$ cat src/bnvmp_pkg.sv
// package for the bytewide nonvolatile memory port host controller
// assumes a single 250 MHz clock; timing figures become cycle counts here
//
// Overview of operation
// device starts each cycle and latches address on chip select falling edge
// device finishes the internal cycle even if chip select rises early
// read data valid only after the access time from cycle start
// address ignored after latch; host may change it after hold time
// device drives bus in reads only with output drive low and data valid
// device floats data lines while output drive is high
// writes by chip select or write strobe both use latched address
// write strobe low at chip select fall makes the whole cycle a write
// write strobe falling later starts cycle as read until it falls
// write ends at first rising edge of write strobe or chip select
// host keeps both strobes low at least until access time is met
// host holds write data stable during setup before write end
// writes complete in one bus cycle, no busy period or polling
// host keeps chip select high for at least the precharge time
// host never exceeds the maximum chip select low time
// each access costs one endurance cycle of its 8-byte row
// host makes a fresh chip select falling edge for every access
// host keeps chip select high while supply is below 4.5 V; the host only refuses new requests, an access under way runs to its end
// with chip select tied low, write strobe stays high in power cycling
// device never blocks accesses within the operating supply range
// 15-bit address selects one of 32,768 bytes
// 8-bit bidirectional data bus
// read data valid no later than 70 ns after chip select falls
// device floats data lines whenever chip select is high
package bnvmp_pkg;

  localparam int ADDR_W = 15;
  localparam int DATA_W = 8;
  localparam int CLK_PERIOD_PS = 4000;

  // interface timing, figures in ns
  localparam int ACCESS_NS    = 70;
  localparam int PRECHARGE_NS = 60;
  localparam int ADDR_HOLD_NS = 15;
  localparam int OE_ACCESS_NS = 12;

  // least times round up to whole cycles
  localparam int ACCESS_CYC    = (ACCESS_NS * 1000 + CLK_PERIOD_PS - 1) / CLK_PERIOD_PS;
  localparam int PRECHARGE_CYC = (PRECHARGE_NS * 1000 + CLK_PERIOD_PS - 1) / CLK_PERIOD_PS;
  localparam int HOLD_CYC      = (ADDR_HOLD_NS * 1000 + CLK_PERIOD_PS - 1) / CLK_PERIOD_PS;
  localparam int OE_CYC        = (OE_ACCESS_NS * 1000 + CLK_PERIOD_PS - 1) / CLK_PERIOD_PS;
  localparam int CNT_W = 6;

  // user request toward the controller
  typedef struct packed {
    logic              write;
    logic [ADDR_W-1:0] addr;
    logic [DATA_W-1:0] wdata;
  } bnvmp_req_t;

  // pins toward the memory, all strobes active low
  typedef struct packed {
    logic              chipSel_n;
    logic              writeStb_n;
    logic              outDrive_n;
    logic [ADDR_W-1:0] addrLines;
  } bnvmp_pins_t;

endpackage

$ cat src/bnvmp_timer.sv
// down counter used to time each phase of a memory cycle
// assumes load and expiry are seen on the same clock as the controller
module bnvmp_timer #(
  parameter int W = 6
) (
  // clock and reset
  input  wire logic         ref_clk,
  input  wire logic         rst_n,
  // control
  input  wire logic         load,
  input  wire logic [W-1:0] loadVal,
  // status
  output logic              done
);

  logic [W-1:0] count_ff;

  // load wins over counting, so a phase restarts cleanly
  always_ff @(posedge ref_clk) begin
    if (!rst_n) begin
      count_ff <= '0;
    end else if (load) begin
      count_ff <= loadVal;
    end else if (count_ff != '0) begin
      count_ff <= count_ff - W'(1);
    end
  end

  assign done = (count_ff == '0) && !load;

endmodule

$ cat src/bnvmp_host.sv
// host controller driving the bytewide nonvolatile memory pins
// assumes the memory pins are synchronous to ref_clk and a board wire joins data lines
module bnvmp_host (
  // clock and reset
  input  wire logic                         ref_clk,
  input  wire logic                         rst_n,
  // supply monitor: high while the supply is in tolerance
  input  wire logic                         supplyOk,
  // user request
  input  wire logic                         reqValid,
  output logic                              reqReady,
  input  wire bnvmp_pkg::bnvmp_req_t        req,
  // user answer
  output logic                              rspValid,
  output logic [bnvmp_pkg::DATA_W-1:0]      rspData,
  // memory pins
  output bnvmp_pkg::bnvmp_pins_t            pins,
  input  wire logic [bnvmp_pkg::DATA_W-1:0] dataIn,
  output logic [bnvmp_pkg::DATA_W-1:0]      dataOut,
  output logic                              dataOe_n
);

  typedef enum logic [2:0] {IDLE, SETUP, ACCESS, FINISH, PRECHG} bnvmp_state_t;

  bnvmp_state_t                    state_ff;
  bnvmp_state_t                    nxt_state;
  logic                            isWrite_ff;
  logic                            take;
  logic [bnvmp_pkg::DATA_W-1:0]    wdata_ff;
  logic                            chipSel_n_ff;
  logic                            writeStb_n_ff;
  logic                            outDrive_n_ff;
  logic [bnvmp_pkg::ADDR_W-1:0]    addrLines_ff;
  logic [bnvmp_pkg::DATA_W-1:0]    rspData_ff;
  logic                            rspValid_ff;
  logic                            driveData_ff;
  logic                            timerLoad;
  logic [bnvmp_pkg::CNT_W-1:0]     timerVal;
  logic                            timerDone;

  // one timer serves every phase, they never overlap
  bnvmp_timer #(.W(bnvmp_pkg::CNT_W)) phaseTimer (
    .ref_clk (ref_clk),
    .rst_n   (rst_n),
    .load    (timerLoad),
    .loadVal (timerVal),
    .done    (timerDone)
  );

  // accept only in idle with supply good, so no access starts below 4.5 V; one already started still runs to its end
  assign reqReady = (state_ff == IDLE) && supplyOk;

  // ready already implies idle, so this is the single take strobe
  assign take = reqReady && reqValid;

  // phase sequencing
  always_comb begin
    nxt_state = state_ff;
    timerLoad = 1'b0;
    timerVal  = '0;
    unique case (state_ff)
      IDLE: begin
        if (reqValid && reqReady) begin
          nxt_state = SETUP;
        end
      end
      // address settles one cycle before chip select falls
      SETUP: begin
        nxt_state = ACCESS;
        timerLoad = 1'b1;
        timerVal  = bnvmp_pkg::CNT_W'(bnvmp_pkg::ACCESS_CYC + bnvmp_pkg::OE_CYC);
      end
      // strobes stay low through access time, bounded so low time stays short
      ACCESS: begin
        if (timerDone) begin
          nxt_state = FINISH;
        end
      end
      // strobes rise here, ending the write with data still driven
      FINISH: begin
        nxt_state = PRECHG;
        timerLoad = 1'b1;
        timerVal  = bnvmp_pkg::CNT_W'(bnvmp_pkg::PRECHARGE_CYC);
      end
      PRECHG: begin
        if (timerDone) begin
          nxt_state = IDLE;
        end
      end
      default: nxt_state = IDLE;
    endcase
  end

  always_ff @(posedge ref_clk) begin
    if (!rst_n) begin
      state_ff <= IDLE;
    end else begin
      state_ff <= nxt_state;
    end
  end

  // request capture, held for the whole cycle
  always_ff @(posedge ref_clk) begin
    if (!rst_n) begin
      isWrite_ff <= 1'b0;
      wdata_ff   <= '0;
    end else if (take) begin
      isWrite_ff <= req.write;
      wdata_ff   <= req.wdata;
    end
  end

  // address goes out at the take, a cycle ahead of chip select, and holds
  // until the next take, far beyond the hold time after the falling edge
  always_ff @(posedge ref_clk) begin
    if (!rst_n) begin
      addrLines_ff <= '0;
    end else if (take) begin
      addrLines_ff <= req.addr;
    end
  end

  // chip select low only while in access; it rises at finish and the
  // precharge then runs with it high, so every access gets a fresh fall
  always_ff @(posedge ref_clk) begin
    if (!rst_n) begin
      chipSel_n_ff <= 1'b1;
    end else begin
      chipSel_n_ff <= (nxt_state != ACCESS);
    end
  end

  // write strobe falls at the take, a cycle before chip select, so the
  // memory treats the cycle as a write from its start and never drives
  always_ff @(posedge ref_clk) begin
    if (!rst_n) begin
      writeStb_n_ff <= 1'b1;
    end else if (take) begin
      writeStb_n_ff <= !req.write;
    end else if (state_ff == ACCESS && timerDone) begin
      writeStb_n_ff <= 1'b1;
    end
  end

  // output drive only for reads, in the same window as chip select
  always_ff @(posedge ref_clk) begin
    if (!rst_n) begin
      outDrive_n_ff <= 1'b1;
    end else begin
      outDrive_n_ff <= !(nxt_state == ACCESS && !isWrite_ff);
    end
  end

  // host drives write data from the take until one cycle after the strobes
  // rise, so the data is still on the wire where the write ends
  always_ff @(posedge ref_clk) begin
    if (!rst_n) begin
      driveData_ff <= 1'b0;
    end else if (take) begin
      driveData_ff <= req.write;
    end else if (state_ff == FINISH) begin
      driveData_ff <= 1'b0;
    end
  end

  // completion pulse for reads and writes alike, one cycle wide
  always_ff @(posedge ref_clk) begin
    if (!rst_n) begin
      rspValid_ff <= 1'b0;
    end else begin
      rspValid_ff <= (state_ff == ACCESS) && timerDone;
    end
  end

  // read data sampled at the last access cycle, after access plus output delay;
  // the margin costs a few cycles but covers a slow output turn-on
  always_ff @(posedge ref_clk) begin
    if (!rst_n) begin
      rspData_ff <= '0;
    end else if (state_ff == ACCESS && timerDone && !isWrite_ff) begin
      rspData_ff <= dataIn;
    end
  end

  assign pins     = '{chipSel_n:  chipSel_n_ff,
                      writeStb_n: writeStb_n_ff,
                      outDrive_n: outDrive_n_ff,
                      addrLines:  addrLines_ff};
  assign dataOut  = wdata_ff;
  assign dataOe_n = !driveData_ff;
  assign rspValid = rspValid_ff;
  assign rspData  = rspData_ff;

endmodule

$ cat config.mk
export PLATFORM = sky130hd
export DESIGN_NAME = bnvmp_host
export DESIGN_NICKNAME = d
export VERILOG_FILES = /design/src/bnvmp_pkg.sv /design/src/bnvmp_timer.sv /design/src/bnvmp_host.sv
export SDC_FILE = /design/constraint.sdc
export NUM_CORES = 1
export LEC_CHECK = 0
export ABC_CLOCK_PERIOD_IN_PS = 1600
export BUFFER_PORTS_ARGS = -buffer_cell sky130_fd_sc_hd__buf_4
export CORE_MARGIN = 1.5
export CORE_UTILIZATION = 43
export CTS_BUF_LIST = sky130_fd_sc_hd__clkbuf_4 sky130_fd_sc_hd__clkbuf_8 sky130_fd_sc_hd__clkbuf_16
export DETAILED_ROUTE_END_ITERATION = 10
export PLACE_DENSITY_LB_ADDON = 0.05
export SETUP_SLACK_MARGIN = 0.5
export SLEW_MARGIN = 15
export SYNTH_ARGS = -nofsm -noshare
export SYNTH_HDL_FRONTEND = slang
export SYNTH_SLANG_ARGS = --single-unit
$ cat constraint.sdc
create_clock -name ref_clk -period 1.6 [get_ports ref_clk]
set_clock_uncertainty 0.05 [all_clocks]
set_input_delay 0.32 -clock ref_clk [delete_from_list [all_inputs] [get_ports ref_clk]]
set_output_delay 0.32 -clock ref_clk [all_outputs]
set_load 0.1 [all_outputs]
---- Word-level counts from Yosys, hierarchy flattened ----
Cells that the tools add are included.
storage, ports and cells
  flip-flop bits (word level) ............. 46
  input bits .............................. 36
  word-level logic and storage cells ...... 48
operators by class
  $add $sub $neg .......................... 1
  mux-type cells .......................... 12
  equal/unequal tests ..................... 6
  reduce and logical (&&, ||, !) cells .... 18
operators with widths
  operator                                           number
  one-hot mux 3 bit (5 select lines)                 1
  2-to-1 mux 6 bit                                   2
  one-hot mux 5 bit (2 select lines)                 1
  == test 3 x 2 -> 1 bit (second input constant)     3
  2-to-1 mux 3 bit                                   3
  logical AND 1 bit                                  6
  zero test 6 bit                                    1
  nonzero test 2 bit                                 3
  nonzero test 6 bit                                 1
  subtractor 6 x 1 -> 6 bit (second input constant)  1
  zero test 1 bit                                    5
  2-to-1 mux 1 bit                                   5
  == test 3 x 1 -> 1 bit (second input constant)     1
  == test 3 bit (second input constant)              1
  zero test 3 bit                                    1
  != test 3 x 2 -> 1 bit (second input constant)     1
  OR reduction 2 bit                                 1

---- Longest topological paths before layout ----
  depth in word-level cells ............... 10
  gate-level depth with buffers ........... 6
  gate-level depth less buffers ........... 5

---- By module ----
From an unflattened synthesis, not the netlist that was laid out.
second synthesis, totals
  cells, all modules ...................... 221
  area total of the unflattened synthesis .. 2039.5 sq um
modules (own cells, without submodules)
  module       sequential area each (sq um)  cells each  instances  area each (sq um)
  bnvmp_host   800.8                         175         1          1667.8
  bnvmp_timer  120.1                         46          1          371.6

---- Worst setup path before layout ----
Ideal clock, no wire load.
  kind .................................... register to register
  start ................................... reg state_ff[0]
  end ..................................... reg addrLines_ff[10] (netlist name)
  stages on the path, launching flop included .. 7
  buffers on the path ..................... 2
  arrival ................................. 1.872 ns
  setup slack ............................. -0.393 ns
  period minus slack after synthesis ...... 1.993 ns
  cell sequence ........................... dfxtp_1 > or4b_1 > clkbuf_1 > inv_2 > buf_2 > nand3_1 > a21oi_1
between the ends
  word-level cells in the longest chain between the ends .. 3
RTL lines
  element                 RTL line           source
  from (decl)             bnvmp_host.sv:25   bnvmp_state_t state_ff;
  from (signal assigned)  bnvmp_host.sv:98   state_ff <= nxt_state;
  zero test 3 bit         bnvmp_host.sv:51   assign reqReady = (state_ff == IDLE) && supplyOk;
  logical AND 1 bit       bnvmp_host.sv:51
  via reqReady            bnvmp_host.sv:11   output logic reqReady,
  logical AND 1 bit       bnvmp_host.sv:54   assign take = reqReady && reqValid;
  to (signal assigned)    bnvmp_host.sv:119  addrLines_ff <= req.addr;
  to (decl)               bnvmp_host.sv:33   logic [bnvmp_pkg::ADDR_W-1:0] addrLines_ff;
The timed path passes the listed nets, and every way through them passes these cells.
A chain may end at the register's enable or synchronous reset.

---- Worst setup path in the final report ----
  start ................................... reg state_ff[1]
  end ..................................... out reqReady
between the ends
  word-level cells in the longest chain between the ends .. 2
RTL lines
  element            RTL line
  zero test 3 bit    bnvmp_host.sv:51
  logical AND 1 bit  bnvmp_host.sv:51
  to (decl)          bnvmp_host.sv:11
Every way passes these cells.

==> metrics.txt <==
# TYPE chip_impl_metric gauge
chip_impl_info{name="run_status",value="complete, but fails checks"} 1
chip_impl_info{name="violations_in_the_final_reports",value="negative setup slack"} 1
chip_impl_info{name="hold_end",value="addrLines_ff[8]"} 1
chip_impl_metric{name="rel_slew_slack",unit="%"} 58.8
chip_impl_metric{name="timing.reg2reg.setup_slack",unit="ns"} -0.22
chip_impl_metric{name="internal_power",unit="W"} 0.00259
chip_impl_metric{name="die_y",unit="um"} 69.1
chip_impl_metric{name="vias_per_cell",unit=""} 6.06
chip_impl_metric{name="total_leakage_power",unit="nW"} 1.41
chip_impl_metric{name="post_synth_xor_area_fraction",unit="%"} 0.931
chip_impl_metric{name="netlist_area",unit="mm^2"} 0.00188
chip_impl_metric{name="antenna-diode-count",unit=""} 0
chip_impl_info{name="hp_class",value="input pin to flop"} 1
chip_impl_metric{name="io-pin-count",unit=""} 73
chip_impl_metric{name="met1_length",unit="um"} 3220
chip_impl_metric{name="clock_tree.buffer_depth",unit=""} 2
chip_impl_metric{name="wire_per_inst",unit="um"} 23.2
chip_impl_metric{name="ys_ff_latch",unit=""} 46
chip_impl_metric{name="achievable-frequency",unit="GHz"} 0.542
chip_impl_metric{name="first_global_vias",unit=""} 1961
chip_impl_info{name="crit_path_start_kind",value="flop"} 1
chip_impl_metric{name="timing_worst_slew_pin_value",unit="ns"} 0.617
chip_impl_metric{name="compound_cell_area_share_of_the_yosys_netlist",unit="%"} 19.1
chip_impl_metric{name="max-cap-violations",unit=""} 0
chip_impl_metric{name="synth_sequential_area_ratio",unit="%"} 49.0
chip_impl_metric{name="hold_depth",unit=""} 3
chip_impl_metric{name="finalCriticalPeriod",unit="ns"} 1.85
chip_impl_metric{name="core_area",unit="mm^2"} 0.00412
chip_impl_info{name="critical_path.endpoint_type",value="primary output"} 1
chip_impl_metric{name="grt_antenna_before_repair",unit=""} 0
chip_impl_info{name="rsz0062_at_grt",value="yes"} 1
chip_impl_metric{name="p_sw",unit="W"} 0.00178
chip_impl_metric{name="finalCoreUtilization",unit="%"} 90.8
chip_impl_metric{name="synthesis.nets",unit=""} 254
chip_impl_metric{name="timing.final.ws_setup",unit="ns"} -0.247
chip_impl_metric{name="ys.warnings.count",unit=""} 0
chip_impl_info{name="hp-start",value="req[16]"} 1
chip_impl_metric{name="p_per_area",unit="mW/mm^2"} 1170
chip_impl_metric{name="hold_viol",unit=""} 0
chip_impl_metric{name="routed-wl-met3",unit="um"} 463
chip_impl_info{name="final_common_cell",value="buf_4"} 1
chip_impl_info{name="topRoutingLayerUsed",value="met4"} 1
chip_impl_metric{name="worstPathArrival",unit="ns"} 1.48
chip_impl_metric{name="path_clk_slew",unit="ns"} 0.09
chip_impl_metric{name="worstSkewPairLatency",unit="ns"} 0.31
chip_impl_metric{name="timing_max_transition_violations_final",unit=""} 0
chip_impl_metric{name="drtIter0Drc",unit=""} 201
chip_impl_metric{name="clkPwrFrac",unit="%"} 17.4
chip_impl_metric{name="combPwrFrac",unit="%"} 50.7
chip_impl_metric{name="ant_nets",unit=""} 0
chip_impl_metric{name="cts_inserted_buffers",unit=""} 5
chip_impl_metric{name="syn2layout_area_growth",unit="%"} 98.7
chip_impl_info{name="critPathKind",value="flop to primary output"} 1
chip_impl_metric{name="placementRows",unit=""} 23
chip_impl_metric{name="num_vias",unit=""} 2156
chip_impl_metric{name="power",unit="W"} 0.00437
chip_impl_metric{name="yosys.area_share.adder",unit="%"} 0.665
chip_impl_metric{name="area_share_of_and_or_nand_nor_cells_after_synthesis",unit="%"} 19.6
chip_impl_metric{name="cts-hold-fix-buffers",unit=""} 0
chip_impl_metric{name="critical_path_peak_fanout",unit=""} 2
chip_impl_metric{name="share_seq_of_total_power",unit="%"} 31.9
chip_impl_metric{name="switching_share",unit="%"} 40.7
chip_impl_metric{name="stdcell_count",unit=""} 356
chip_impl_metric{name="drive_gt1_share",unit="%"} 70.9
chip_impl_metric{name="gp_congestion",unit=""} 0.876
chip_impl_metric{name="met2WireLength",unit="um"} 4210
chip_impl_metric{name="yosys-mux-area-fraction",unit="%"} 4.26
chip_impl_metric{name="h-tree-depth",unit=""} 2
chip_impl_info{name="tritoncts_clock_tree",value="done"} 1
chip_impl_metric{name="r2r.worst_path.cells",unit=""} 7
chip_impl_metric{name="finalSetupViolCount",unit=""} 39
chip_impl_metric{name="floorplan.die.width",unit="um"} 69.1
chip_impl_metric{name="grt_remaining_overflow",unit=""} 0
chip_impl_metric{name="layout_worst_path_cycle_share",unit="%"} 115
chip_impl_metric{name="floorplan.die_area",unit="mm^2"} 0.00478
chip_impl_metric{name="synthesis.area_per_instance",unit="um^2"} 8.67
chip_impl_info{name="r2r-start",value="state_ff[1]"} 1
chip_impl_metric{name="initial_core_util",unit="%"} 45.7
chip_impl_metric{name="track_usage",unit="%"} 24.4
chip_impl_info{name="synth_top_family_by_area",value="simple AND/OR/NAND/NOR gates"} 1
chip_impl_metric{name="synth.distinct_cells",unit=""} 40
chip_impl_metric{name="numPortBuffers",unit=""} 72
chip_impl_metric{name="final.fill_count",unit=""} 145
chip_impl_metric{name="total_drc_errors_in_the_routed_layout",unit=""} 0
chip_impl_metric{name="dp_hpwl",unit="um"} 3310
chip_impl_metric{name="max-vdd-ir-drop",unit="uV"} 912
chip_impl_metric{name="critical_path_required",unit="ns"} 1.23
chip_impl_metric{name="grt_first_pass_wirelength",unit="um"} 9490
chip_impl_metric{name="syn_inst",unit=""} 217
chip_impl_metric{name="cts.sinks",unit=""} 46
chip_impl_metric{name="firstDrtPassIters",unit=""} 4
chip_impl_metric{name="fin_nets",unit=""} 342
chip_impl_info{name="mostFrequentLayoutCells",value="53 x buf_4, 39 x dfxtp_2, 39 x buf_12, 23 x o21ai_0, 23 x a21oi_2"} 1
chip_impl_info{name="crit-reg2reg-capture",value="dataOut[4]"} 1
chip_impl_metric{name="post-place-cells",unit=""} 339
chip_impl_metric{name="grt_max_degree",unit=""} 27
chip_impl_info{name="root_buffer_selected_by_cts",value="clkbuf_8"} 1
chip_impl_metric{name="total_detailed_routing_wirelength",unit="um"} 8250
## kinds of logic after synthesis
logic type / after synthesis
adders and majority gates: 1
muxes: 8
and+or+nand+nor: 68
buffers and inverters: 27
AOI/OAI and AO/OA: 65
xor gates and xnor gates: 2
DFF: 46
## flip-flops by register name (all words and copies together), names as in the netlist
| signal | flops |
|---|---|
| dataOut | 8 |
| isWrite_ff | 1 |
| driveData_ff | 1 |
| rspData | 8 |
| chipSel_n_ff | 1 |
| addrLines_ff | 15 |
| rspValid | 1 |
| phaseTimer.count_ff | 6 |
| outDrive_n_ff | 1 |
| state_ff | 3 |
| writeStb_n_ff | 1 |
## how the worst max path moves through the flow
| stage | startpoint | endpoint | slack, ns | depth (start not counted) |
|---|---|---|---|---|
| 3_3_place_gp | supplyOk | reqReady | -0.11 | 4 |
| 5_1_grt | state_ff[1] | reqReady | -0.26 | 3 |
| 4_1_cts | state_ff[2] | reqReady | -0.23 | 3 |
| 3_5_place_dp | supplyOk | addrLines_ff[10] | -0.15 | 6 |
| 2_1_floorplan | state_ff[1] | rspData[0] | -0.04 | 3 |
| 6_report | state_ff[1] | reqReady | -0.25 | 3 |
## power by group through the flow
stage | clock (W) | combinational (W) | sequential, W
2_1_floorplan | 0 | 0.000793 | 0.00174
3_3_place_gp | 0 | 0.00151 | 0.00137
3_5_place_dp | 0 | 0.00153 | 0.00137
4_1_cts | 0.000733 | 0.00191 | 0.00138
5_1_grt | 0.000806 | 0.00232 | 0.00140
6_report | 0.000760 | 0.00222 | 0.00139
## per-layer routing
layer | up-vias | global-route usage, %
li1 | 946 | -
met3 | 31 | 4.09
met5 | - | 0
met2 | 122 | 41.8
met1 | 1057 | 31.7
met4 | 0 | 6.97
## cell usage after synthesis, drive strengths merged
master | n | area (um^2)
dfxtp | 46 | 921
a21oi | 30 | 150
nand3 | 27 | 135
o21ai | 25 | 125
nand2 | 18 | 67.6
clkbuf | 14 | 52.6
mux2i | 8 | 80.1
buf | 6 | 43.8
inv | 6 | 22.5
nor2 | 4 | 15.0
nor3 | 4 | 20.0
a211o | 2 | 18.8
nor2b | 2 | 12.5
nor4 | 2 | 27.5
o211ai | 2 | 15.0
or3 | 2 | 13.8
or4 | 2 | 16.3
xnor2 | 2 | 17.5
a2111o | 1 | 11.3
a211oi | 1 | 7.51
a21boi | 1 | 7.51
a31oi | 1 | 6.26
and4 | 1 | 8.76
and4b | 1 | 10.0
clkinv | 1 | 3.75
ha | 1 | 12.5
nand2b | 1 | 6.26
nand3b | 1 | 7.51
nand4b | 1 | 8.76
o311a | 1 | 10.0
o31ai | 1 | 7.51
or3b | 1 | 8.76
or4b | 1 | 10.0
## layout make-up
type                    instances  area [um^2]  share of cell area (%)
flip-flops and latches         46          977                    26.1
clock buffers                   6         76.3                    2.04
inverters                       7         37.5                    1.00
clock inverters                 2         13.8                   0.368
repair buffers                101         1330                    35.5
well taps                      50         62.6                    1.67
multi-input cells             144         1240                    33.2
## through the flow
| stage | hold slack (ns) | setup TNS, ns | area, um^2 | setup slack [ns] |
|---|---|---|---|---|
| global placement | 0.392 | -1.71 | 2640 | -0.106 |
| finish | 0.204 | -5.52 | 3740 | -0.247 |
| global route | 0.203 | -6.79 | 3740 | -0.262 |
| CTS | 0.209 | -0.581 | 3340 | -0.226 |
| detailed placement | 0.402 | -2.56 | 2640 | -0.146 |
| floorplan | 0.410 | -0.371 | 2010 | -0.0376 |
## worst max-delay path: stages (launching register included)
cell and delay [ns]:
dfxtp_2 0.33, or4b_4 0.58, inv_8 0.09, buf_12 0.16
## timing repair
item / in CTS / in global routing
endpoints found under the setup margin: 82 / 83
resized for setup: 142 / 66
hold endpoints to repair: 0 / 0
pin swaps: 8 / 35
buffers inserted: 4 / 2
cloned: 1 / 2
Note: power is estimated with default switching activity, not from simulation.
